--- config.mk ---
export PLATFORM = sky130hd
export DESIGN_NAME = sstp_receiver
export DESIGN_NICKNAME = d
export VERILOG_FILES = /design/src/verilog/sstp_pkg.sv /design/src/verilog/sstp_receiver.sv
export VERILOG_INCLUDE_DIRS = /design/src /design/src/verilog
export SDC_FILE = /design/constraint.sdc
export NUM_CORES = 1
export LEC_CHECK = 0
export BUFFER_PORTS_ARGS = -buffer_cell sky130_fd_sc_hd__buf_2
export CAP_MARGIN = 20
export CORE_UTILIZATION = 56
export CTS_BUF_LIST = sky130_fd_sc_hd__clkbuf_8
export CTS_CLUSTER_SIZE = 12
export DETAILED_ROUTE_END_ITERATION = 12
export PLACE_DENSITY = 0.84
export SYNTH_ARGS = -nofsm -noshare
export SYNTH_HDL_FRONTEND = slang
export SYNTH_SLANG_ARGS = --single-unit
--- constraint.sdc ---
create_clock -name clk_sys -period 3.1 [get_ports clk_sys]
set_input_delay 0.465 -clock clk_sys [delete_from_list [all_inputs] [get_ports clk_sys]]
set_output_delay 0.465 -clock clk_sys [all_outputs]
set_load 0.05 [all_outputs]
--- src/verilog/sstp_consts.svh ---
/*
  Timing counts and fixed values for the start-stop tape punch receiver.
  Assumes a 10 MHz system clock.
*/
`ifndef SSTP_CONSTS_SVH
`define SSTP_CONSTS_SVH

`define SSTP_CLK_HZ          10000000
`define SSTP_UNIT_US         10000
`define SSTP_UNIT_CYC        ((`SSTP_UNIT_US * (`SSTP_CLK_HZ / 1000000)))
`define SSTP_CNT_W           20
`define SSTP_DATA_BITS       4'h8
`define SSTP_STOP_BITS       2'h2
`define SSTP_MARK_LEVEL      1'b1
`define SSTP_FEED_POS        3
`define SSTP_PUNCH_CYC       16'h0010
`define SSTP_ADV_CYC         16'h0010
`define SSTP_BACK_CYC        16'h0010

`endif

--- src/verilog/sstp_pkg.sv ---
/*
  Types for the start-stop tape punch receiver.
  Assumes sstp_consts.svh is included by the design.
*/
package sstp_pkg;

  typedef enum logic [2:0] {
    RX_IDLE,
    RX_START,
    RX_DATA,
    RX_STOP
  } sstp_rx_e;

  typedef enum logic [2:0] {
    PN_IDLE,
    PN_PUNCH,
    PN_ADVANCE,
    PN_BACK
  } sstp_pn_e;

  typedef struct packed {
    logic       feed;
    logic [7:0] code;
  } sstp_row_s;

endpackage : sstp_pkg

--- src/verilog/sstp_receiver.sv ---
/*
  Start-stop tape punch receiver: deserialises 11-unit current-loop frames
  and punches each as one tape row, then advances the tape.
  Assumes line_current is synchronous to clk_sys (1 = current flowing).
*/
`timescale 1ns/1ps
`include "sstp_consts.svh"

module sstp_receiver
  import sstp_pkg::*;
(
  input  wire logic                    clk_sys,
  input  wire logic                    rst,
  input  wire logic                    line_current,
  input  wire logic [`SSTP_CNT_W-1:0]  unit_cycles,
  input  wire logic [`SSTP_CNT_W-1:0]  sample_point,
  input  wire logic                    backspace_req,
  output logic                         punch_fire,
  output sstp_row_s                    punch_row,
  output logic                         tape_advance,
  output logic                         tape_backspace,
  output logic                         rx_busy,
  output logic                         punch_busy,
  output logic                         frame_error,
  output logic [7:0]                   last_code
);

  sstp_rx_e               rx_state;
  logic [`SSTP_CNT_W-1:0] rx_cnt;
  logic [3:0]             bit_idx;
  logic [7:0]             shift;
  logic                   mark;
  logic                   bk_prev;
  logic                   bk_pend;

  // Two-entry buffer between selector and punch
  logic [7:0]             buf_data [0:1];
  logic                   buf_wp;
  logic                   buf_rp;
  logic [1:0]             buf_cnt;
  logic                   in_valid;
  logic [7:0]             in_data;
  logic                   in_ready;
  logic                   out_valid;
  logic                   out_ready;

  sstp_pn_e               pn_state;
  logic [15:0]            pn_cnt;

  assign mark      = (line_current == `SSTP_MARK_LEVEL);
  assign in_ready  = (buf_cnt != 2'h2);
  assign out_valid = (buf_cnt != 2'h0);
  assign out_ready = (pn_state == PN_IDLE) && !bk_pend;

  function automatic logic [`SSTP_CNT_W-1:0] f_unit(input logic [`SSTP_CNT_W-1:0] u);
    f_unit = (u == '0) ? `SSTP_CNT_W'(`SSTP_UNIT_CYC) : u;
  endfunction : f_unit

  function automatic logic [`SSTP_CNT_W-1:0] f_samp(input logic [`SSTP_CNT_W-1:0] u,
                                                     input logic [`SSTP_CNT_W-1:0] s);
    // Zero selects mid-bit; otherwise clamp inside the interval
    if (s == '0)
      f_samp = f_unit(u) >> 1;
    else if (s >= f_unit(u))
      f_samp = f_unit(u) - `SSTP_CNT_W'(1);
    else
      f_samp = s;
  endfunction : f_samp

  // Selecting cycle
  always_ff @(posedge clk_sys or posedge rst) begin
    if (rst) begin
      rx_state    <= RX_IDLE;
      rx_cnt      <= '0;
      bit_idx     <= 4'h0;
      shift       <= 8'h00;
      in_valid    <= 1'b0;
      in_data     <= 8'h00;
      frame_error <= 1'b0;
      rx_busy     <= 1'b0;
    end else begin
      if (in_valid && in_ready)
        in_valid <= 1'b0;
      case (rx_state)
        RX_IDLE: begin
          rx_busy <= 1'b0;
          if (!mark) begin
            rx_state <= RX_START;
            // Detect cycle counts as the first of the start bit, so frames do not drift
            rx_cnt   <= `SSTP_CNT_W'(1);
            rx_busy  <= 1'b1;
          end
        end
        RX_START: begin
          // Sample and end kept apart so a clamped sample point still ends the bit
          if (rx_cnt == f_samp(unit_cycles, sample_point) && mark) begin
            rx_state <= RX_IDLE; // Glitch, not a start bit
          end else if (rx_cnt == f_unit(unit_cycles) - `SSTP_CNT_W'(1)) begin
            rx_state <= RX_DATA;
            rx_cnt   <= '0;
            bit_idx  <= 4'h0;
          end else begin
            rx_cnt <= rx_cnt + `SSTP_CNT_W'(1);
          end
        end
        RX_DATA: begin
          if (rx_cnt == f_samp(unit_cycles, sample_point))
            shift <= {mark, shift[7:1]};
          if (rx_cnt == f_unit(unit_cycles) - `SSTP_CNT_W'(1)) begin
            rx_cnt  <= '0;
            bit_idx <= bit_idx + 4'h1;
            if (bit_idx == `SSTP_DATA_BITS - 4'h1) begin
              rx_state <= RX_STOP;
              bit_idx  <= 4'h0;
              // Handed over at the last cycle of the eighth data bit, before the stop bits
              if (in_ready) begin
                in_valid <= 1'b1;
                in_data  <= shift;
              end
            end
          end else begin
            rx_cnt <= rx_cnt + `SSTP_CNT_W'(1);
          end
        end
        RX_STOP: begin
          if (rx_cnt == f_samp(unit_cycles, sample_point) && !mark)
            frame_error <= 1'b1;
          if (rx_cnt == f_unit(unit_cycles) - `SSTP_CNT_W'(1)) begin
            rx_cnt  <= '0;
            bit_idx <= bit_idx + 4'h1;
            if (bit_idx == 4'(`SSTP_STOP_BITS) - 4'h1)
              rx_state <= RX_IDLE;
          end else begin
            rx_cnt <= rx_cnt + `SSTP_CNT_W'(1);
          end
        end
        default: rx_state <= RX_IDLE;
      endcase
    end
  end

  // Buffer lets a new frame arrive while punching
  always_ff @(posedge clk_sys or posedge rst) begin
    if (rst) begin
      buf_wp      <= 1'b0;
      buf_rp      <= 1'b0;
      buf_cnt     <= 2'h0;
      buf_data[0] <= 8'h00;
      buf_data[1] <= 8'h00;
    end else begin
      if (in_valid && in_ready) begin
        buf_data[buf_wp] <= in_data;
        buf_wp           <= ~buf_wp;
      end
      if (out_valid && out_ready)
        buf_rp <= ~buf_rp;
      case ({in_valid && in_ready, out_valid && out_ready})
        2'b10:   buf_cnt <= buf_cnt + 2'h1;
        2'b01:   buf_cnt <= buf_cnt - 2'h1;
        default: buf_cnt <= buf_cnt;
      endcase
    end
  end

  // Backspace request edge capture
  always_ff @(posedge clk_sys or posedge rst) begin
    if (rst) begin
      bk_prev <= 1'b0;
      bk_pend <= 1'b0;
    end else begin
      bk_prev <= backspace_req;
      if (backspace_req && !bk_prev)
        bk_pend <= 1'b1;
      else if (pn_state == PN_IDLE && bk_pend)
        bk_pend <= 1'b0;
    end
  end

  // Punch and feed cycle
  always_ff @(posedge clk_sys or posedge rst) begin
    if (rst) begin
      pn_state       <= PN_IDLE;
      pn_cnt         <= 16'h0000;
      punch_fire     <= 1'b0;
      punch_row      <= '0;
      tape_advance   <= 1'b0;
      tape_backspace <= 1'b0;
      punch_busy     <= 1'b0;
      last_code      <= 8'h00;
    end else begin
      punch_fire     <= 1'b0;
      tape_advance   <= 1'b0;
      tape_backspace <= 1'b0;
      case (pn_state)
        PN_IDLE: begin
          punch_busy <= 1'b0;
          if (bk_pend) begin
            pn_state       <= PN_BACK;
            pn_cnt         <= 16'h0000;
            tape_backspace <= 1'b1;
            punch_busy     <= 1'b1;
          end else if (out_valid) begin
            // Eighth level forced, feed hole always with the row
            punch_row.code <= {1'b1, buf_data[buf_rp][6:0]};
            punch_row.feed <= 1'b1;
            last_code      <= {1'b1, buf_data[buf_rp][6:0]};
            punch_fire     <= 1'b1;
            pn_state       <= PN_PUNCH;
            pn_cnt         <= 16'h0000;
            punch_busy     <= 1'b1;
          end
        end
        PN_PUNCH: begin
          pn_cnt <= pn_cnt + 16'h0001;
          if (pn_cnt == `SSTP_PUNCH_CYC - 16'h0001) begin
            pn_state     <= PN_ADVANCE;
            pn_cnt       <= 16'h0000;
            tape_advance <= 1'b1;
          end
        end
        PN_ADVANCE: begin
          pn_cnt <= pn_cnt + 16'h0001;
          if (pn_cnt == `SSTP_ADV_CYC - 16'h0001)
            pn_state <= PN_IDLE;
        end
        PN_BACK: begin
          pn_cnt <= pn_cnt + 16'h0001;
          if (pn_cnt == `SSTP_BACK_CYC - 16'h0001)
            pn_state <= PN_IDLE;
        end
        default: pn_state <= PN_IDLE;
      endcase
    end
  end
endmodule : sstp_receiver

==> impl_metrics.ini, run 1 <==
[layout]
fin_nets = 1044
syn_to_final_growth_pct = 28.2
drive_above_1_share_pct = 32.1
antenna_cells = 0
utilization_pct = 73.5

[grt]
antenna_found_initial = 0
gr-total-overflow = 0
grtUsageTotal_pct = 32.2
first_global_vias = 6705
grt_pass1_wl_um = 32500
grt_start_max_net_pins = 95

[synth]
synth.yosys.seq_area_share_pct = 34.3
synthAdderAreaFrac_pct = 4.75
avgSynthCellArea_um2 = 8.57
synthArstFlopShare_pct = 100
synth_common_cells = 94 x dfrtp_1, 72 x nor2_1, 70 x nand2_1
syn_nets = 870
yosys.area_share.simple_pct = 25.6
synthFlopType = dfrtp_1
ys_types = 75
synth-compound-area-share_pct = 16.7
yosys.area.top_type_share_pct = 34.3
muxShareOfSynthArea_pct = 6.83
synth_area_leaders = dfrtp_1 34%, ha_1 4.7%, o21ai_0 4.1%, nor2_1 3.9%, nand2_1 3.8%
synth_top_family_by_area = simple AND/OR/NAND/NOR gates
ys.warnings.count = 0
ys_ff_latch = 94
synth_area_mm2 = 0.00686
synthXorXnorAreaFrac_pct = 6.22
yosysTopAreaCell = dfrtp_1
synth.most_common_cell = dfrtp_1
synth_cells = 800
synth_edf_count = 0

[floorplanning]
die_h_um = 113
start_util_pct = 57.3
die_w_um = 113
rows = 40
dieArea_mm2 = 0.0127
core_mm2 = 0.0120
pin_count = 67

[clock_network]
clock_sink_count = 94
clkTransAtPathRegs_ns = 0.10
ctsLongestPathBuffers = 2
numCtsBuffers = 9
htree_levels = 3
hold_buffers = 0
insertion_delay_ns = 0.37
cts_tree = done
clockRootBuffer = clkbuf_8

[timing]
tightest_slew_ns = 0.669
max_freq_mhz = 215
skew_ns = 0.0146
period_needed_ns = 4.65
period_share_pct = 150
maxSlewHeadroom_pct = 55.0
postLayoutSetupSlackWorst_ns = -1.55
hold_viol = 0
finalMaxSlewViolations = 0
fin_tns_setup_ns = -54.42
setup_viol = 43
rsz0062_at_grt = true

[route]
first_pass_iters = 5
vias_per_cell = 6.13
vias = 6900
drc = 0
wl_per_cell_um = 17.6
final_antenna_net_count = 0
route.final.wire_length_um = 19900
drt-initial-drc-count = 576

[worst_setup_path]
crit_type = input port to flop
r2r_slack_ns = 0.02
critical_path_required_ns = 3.36
cp_cell_sequence = buf_6, or4_4, or3_4, nor2_4, nor2_2, ha_1, and4_4, nand3_2, or3_4, o211ai_1, buf_4, a221oi_4, or3_4, a2111oi_4, nand4_4, buf_4, or4_1, nand3_1, a21oi_1
path_common_cell = or3_4
r2r_start = rx_cnt[5]
critPathCaptureType = flop
cp.arrival_ns = 4.91
reg2regPathDepth = 11
worstPathMaxFanout = 6
cp-start-kind = input port
crit_end = rx_cnt[1]
reg2reg_to = rx_cnt[1]
cp_slowest_cell = or4_4
setup.worst_path.start = unit_cycles[18]
cp_slowest_stage_delay_ns = 0.53

[placement]
place_ws_ns = -2.05
gp_congestion = 0.978
dp_hpwl_um = 14900
numPortBuffers = 66

[flow_run]
max_cap_viol_count = 0

[run_status]
violations = negative setup slack
status = finished with violations

[power]
p_per_area_mw_per_mm2 = 437
power.leakage_nw = 4.06
vdd_drop_max_v = 0.000233

[worst_hold_path]
min_path_type = input port to asynchronous set/reset pin
==> timing repair <==
item / 4_1_cts / 5_1_grt
setup buffers: 5 / 3
resized for setup: 21 / 21
pin swaps: 8 / 5
setup endpoints to repair: 43 / 43
cloned: 1 / 1
==> layout by cell type, fill, tap and decap left out, drive strengths merged, types with 5 or more instances in the layout <==
cell    synthesis  final
ha             26     26
or2             5      5
nand4          10     10
a21boi          7      7
nand3          28     28
or3            16     16
o211ai          8      8
xnor2          26     26
nor2b           8      8
nor2           73     73
o21ai          63     63
nand2          70     70
mux2i          10     10
xor2           20     20
or4             8      8
nand2b         14     14
clkbuf         37     10
a21oi          38     38
inv            33     35
nor3           22     22
mux2           30     30
and4            5      5
o31ai          14     14
and3           24     24
buf            20    219
dfrtp          94     94
nor4           24     24
==> critical path, delay by kind of cell <==
kind                     cells  cell delay [ns]
buffers and inverters        3             0.52
AO/OA/AOI/OAI                4             0.81
adder cells (fa/ha/maj)      1             0.27
AND/OR/NAND/NOR             11             2.83
==> layout make-up <==
type	count	area, um^2
Fill cell	842	3170
Inverter	33	125
Sequential cell	94	2350
Multi-Input combinational cell	616	4340
Tap cell	147	184
Clock buffer	9	124
Clock inverter	7	68.8
Timing Repair Buffer	220	1590
==> flip-flops by register name, summed over array words and instances (netlist names), named ones only <==
signal and count:
pn_state 2, tape_backspace 1, buf_data 14, punch_busy 1
buf_wp 1, punch_row 1, rx_cnt 20, punch_fire 1
frame_error 1, rx_busy 1, bit_idx 4, shift 8
buf_cnt 2, bk_prev 1, tape_advance 1, buf_rp 1
rx_state 2, pn_cnt 16, bk_pend 1, in_data 7
last_code 7
==> metrics by stage <==
stage               hold WS [ns]  cells  area [um^2]  total power [mW]
CTS                        0.191   1122         8640              3.76
detailed placement         0.450   1100         8310              2.93
finish                     0.203   1126         8790              3.84
global placement           0.422   1100         8310              2.88
floorplan                  0.400    800         6930              2.41
global route               0.186   1126         8790              4.05
==> worst min path at each step <==
stage / from / to / slack [ns] / cells after the start
6_report: rst / buf_data[14] / 0.20 / 3
2_1_floorplan: bk_prev / bk_pend / 0.40 / 1
4_1_cts: backspace_req / bk_prev / 0.19 / 1
3_3_place_gp: bk_prev / bk_pend / 0.42 / 1
3_5_place_dp: bk_prev / bk_pend / 0.45 / 1
5_1_grt: backspace_req / bk_prev / 0.19 / 1
==> kinds of logic (layout without fill, tap and decap cells) <==
kind of cell	after synthesis	count (layout)
AOI/OAI and AO/OA	177	177
xor gates and xnor gates	47	47
adders and majority gates	26	26
buffers and inverters	90	269
DFF	94	94
muxes	40	40
and+or+nand+nor	326	326
==> power by group <==
part	leakage (nW)	internal, mW	total, mW	switching (mW)
clock	0.0964	0.312	0.786	0.474
sequential	1.20	1.36	1.58	0.221
combinational	2.76	0.672	1.47	0.801
total	4.06	2.34	3.84	1.50
==> metal layers <==
| layer | routed length (um) | GRT usage [%] | vias to the layer above |
|---|---|---|---|
| li1 | - | - | 3232 |
| met1 | 8230 | 40.6 | 3279 |
| met2 | 9470 | 53.3 | 308 |
| met3 | 1420 | 6.48 | 81 |
| met4 | 748 | 14.5 | 0 |
| met5 | 0 | 0 | - |
Power figures use the tool's default switching activity.
==> run 2, diff against run 1 <==
Settings changed: CORE_UTILIZATION 56 to 60, PLACE_DENSITY 0.84 to 0.86.
Clock period 3.1 ns to 4.65 ns, I/O delays scaled along.
==> run 2 against run 1 <==
The flow still finishes with violations (negative setup slack). Clock-buffer cell count stayed put. Register-to-register slack better by 1.2 ns. Routed wire length is 0.52% lower. Non-clock buffer count is 72 lower. Largest power group unchanged.
==> impl_metrics.ini, run 2 (synthesized netlist as in run 1, its figures left out) <==
[layout]
largestRegisters = rx_cnt: 20 flops, pn_cnt: 16 flops, buf_data: 14 flops
layout_commonest_cell = dfrtp_1
utilization_pct = 76.1
postLayoutCellArea_mm2 = 0.00836
syn_to_final_growth_pct = 21.9
drive_above_1_share_pct = 28.1
multiInputGateArea_mm2 = 0.00443
fin_nets = 972
fin_cells = 1047
top_register = rx_cnt
fillers = 728
final_cell_mix = 94 x dfrtp_1, 71 x nor2_1, 70 x nand2_1, 67 x buf_4, 65 x buf_2
antenna_cells = 0
largest_reg_flops = 20
ff_latch_area_mm2 = 0.00235

[run_status]
status = finished with violations
violations = negative setup slack

[route]
wl_per_cell_um = 18.9
drc = 0
vias = 6688
drt-initial-drc-count = 671
first_pass_iters = 5
vias_per_cell = 6.39
final_antenna_net_count = 0
route.final.wire_length_um = 19800

[floorplanning]
pin_count = 67
core_mm2 = 0.0110
rows = 38
die_w_um = 109
dieArea_mm2 = 0.0119
start_util_pct = 62.4
die_h_um = 109

[clock_network]
insertion_delay_ns = 0.38
cts_tree = done
hold_buffers = 0
clock_sink_count = 94
numCtsBuffers = 9
clockRootBuffer = clkbuf_8
htree_levels = 3
clkTransAtPathRegs_ns = 0.11
ctsLongestPathBuffers = 2

[worst_setup_path]
cp-start-kind = input port
setup.worst_path.start = unit_cycles[13]
cp_top_family = simple AND/OR/NAND/NOR gates
cp_slowest_stage_delay_ns = 0.55
path_buf_inv = 7
path_common_cell = buf_6
worstPathMaxFanout = 7
critPathCaptureType = flop
r2r_slack_ns = 1.25
crit_type = input port to flop
critical_path_required_ns = 4.94
cp.arrival_ns = 5.16
r2r_start = rx_cnt[7]
reg2regPathDepth = 7
cp_slowest_cell = or4_4
reg2reg_to = in_data[0]
cp_cell_sequence = buf_2, or4_4, or3_4, nor2_4, nor2_2, ha_1, and4_4, nand3_2, or3_4, o211ai_1, buf_4, buf_6, buf_4, a311o_1, a21oi_2, nor4_4, nand4_4, o31ai_4, buf_6, buf_6, buf_8, o211ai_1, o31ai_1

[grt]
grtUsageTotal_pct = 33.9
antenna_found_initial = 0
grt_start_max_net_pins = 51
grt_pass1_wl_um = 31000
first_global_vias = 6334
gr-total-overflow = 0

[timing]
timing.hold.ws_ns = 0.441
period_needed_ns = 4.88
max_freq_mhz = 205
period_share_pct = 105
hold_viol = 0
maxSlewHeadroom_pct = 27.9
fin_tns_setup_ns = -5.96
finalMaxSlewViolations = 0
skew_ns = 0.0140
tightest_slew_ns = 1.08
rsz0062_at_grt = true
postLayoutSetupSlackWorst_ns = -0.225
setup_viol = 34

[worst_hold_path]
min_path_type = input port to asynchronous set/reset pin

[placement]
dp_cells = 1019
dp_hpwl_um = 14200
gp_congestion = 0.955
place_area_mm2 = 0.00771
numPortBuffers = 66

[power]
power.leakage_nw = 3.74
vdd_drop_max_v = 0.000332
p_per_area_mw_per_mm2 = 297

[flow_run]
max_cap_viol_count = 0
[run 2: through the flow]
| step | setup WS (ns) | total power [mW] |
|---|---|---|
| after floorplan | -0.630 | 1.61 |
| after global placement | -0.615 | 1.80 |
| after detailed placement | -0.774 | 1.84 |
| after CTS | -0.166 | 2.42 |
| after global routing | -0.338 | 2.60 |
| final | -0.225 | 2.48 |
[run 2: layout make-up]
| type | count | area share, % |
|---|---|---|
| clock buffer | 9 | 1.48 |
| clock inverter | 7 | 0.868 |
| timing repair buffer | 148 | 12.9 |
| inverter | 33 | 1.50 |
| tap | 140 | 2.10 |
| multi-input combinational | 616 | 53.0 |
| sequential | 94 | 28.1 |
[run 2: worst max-delay path by stage]
| stage | endpoint | slack (ns) | cells after the start |
|---|---|---|---|
| 2_1_floorplan | shift[0] | -0.63 | 18 |
| 3_3_place_gp | shift[0] | -0.62 | 18 |
| 3_5_place_dp | rx_cnt[13] | -0.77 | 21 |
| 4_1_cts | shift[5] | -0.17 | 20 |
| 5_1_grt | rx_cnt[13] | -0.34 | 21 |
| 6_report | rx_cnt[13] | -0.23 | 23 |
[run 2: routing by layer]
layer  global-route usage [%]  vias up  part of all wire [%]
met3                     5.86       69                   6.6
met2                     56.5      340                    48
met1                     42.7     3178                    42
met5                        0        -                     0
li1                         -     3101                     -
met4                     15.3        0                   3.5
[run 2: report_power, final]
| group | total (mW) | switching [mW] | internal [mW] |
|---|---|---|---|
| sequential | 1.11 | 0.204 | 0.906 |
| clock | 0.548 | 0.336 | 0.212 |
| combinational | 0.823 | 0.452 | 0.372 |
| total | 2.48 | 0.992 | 1.49 |
[run 2: repair_timing]
| item | 4_1_cts | 5_1_grt |
|---|---|---|
| setup endpoints to repair | 35 | 35 |
| pin swaps | 13 | 7 |
| hold endpoints to repair | 0 | 0 |
| resized for setup | 42 | 38 |
| setup buffers | 6 | 4 |
| cloned | 2 | 0 |
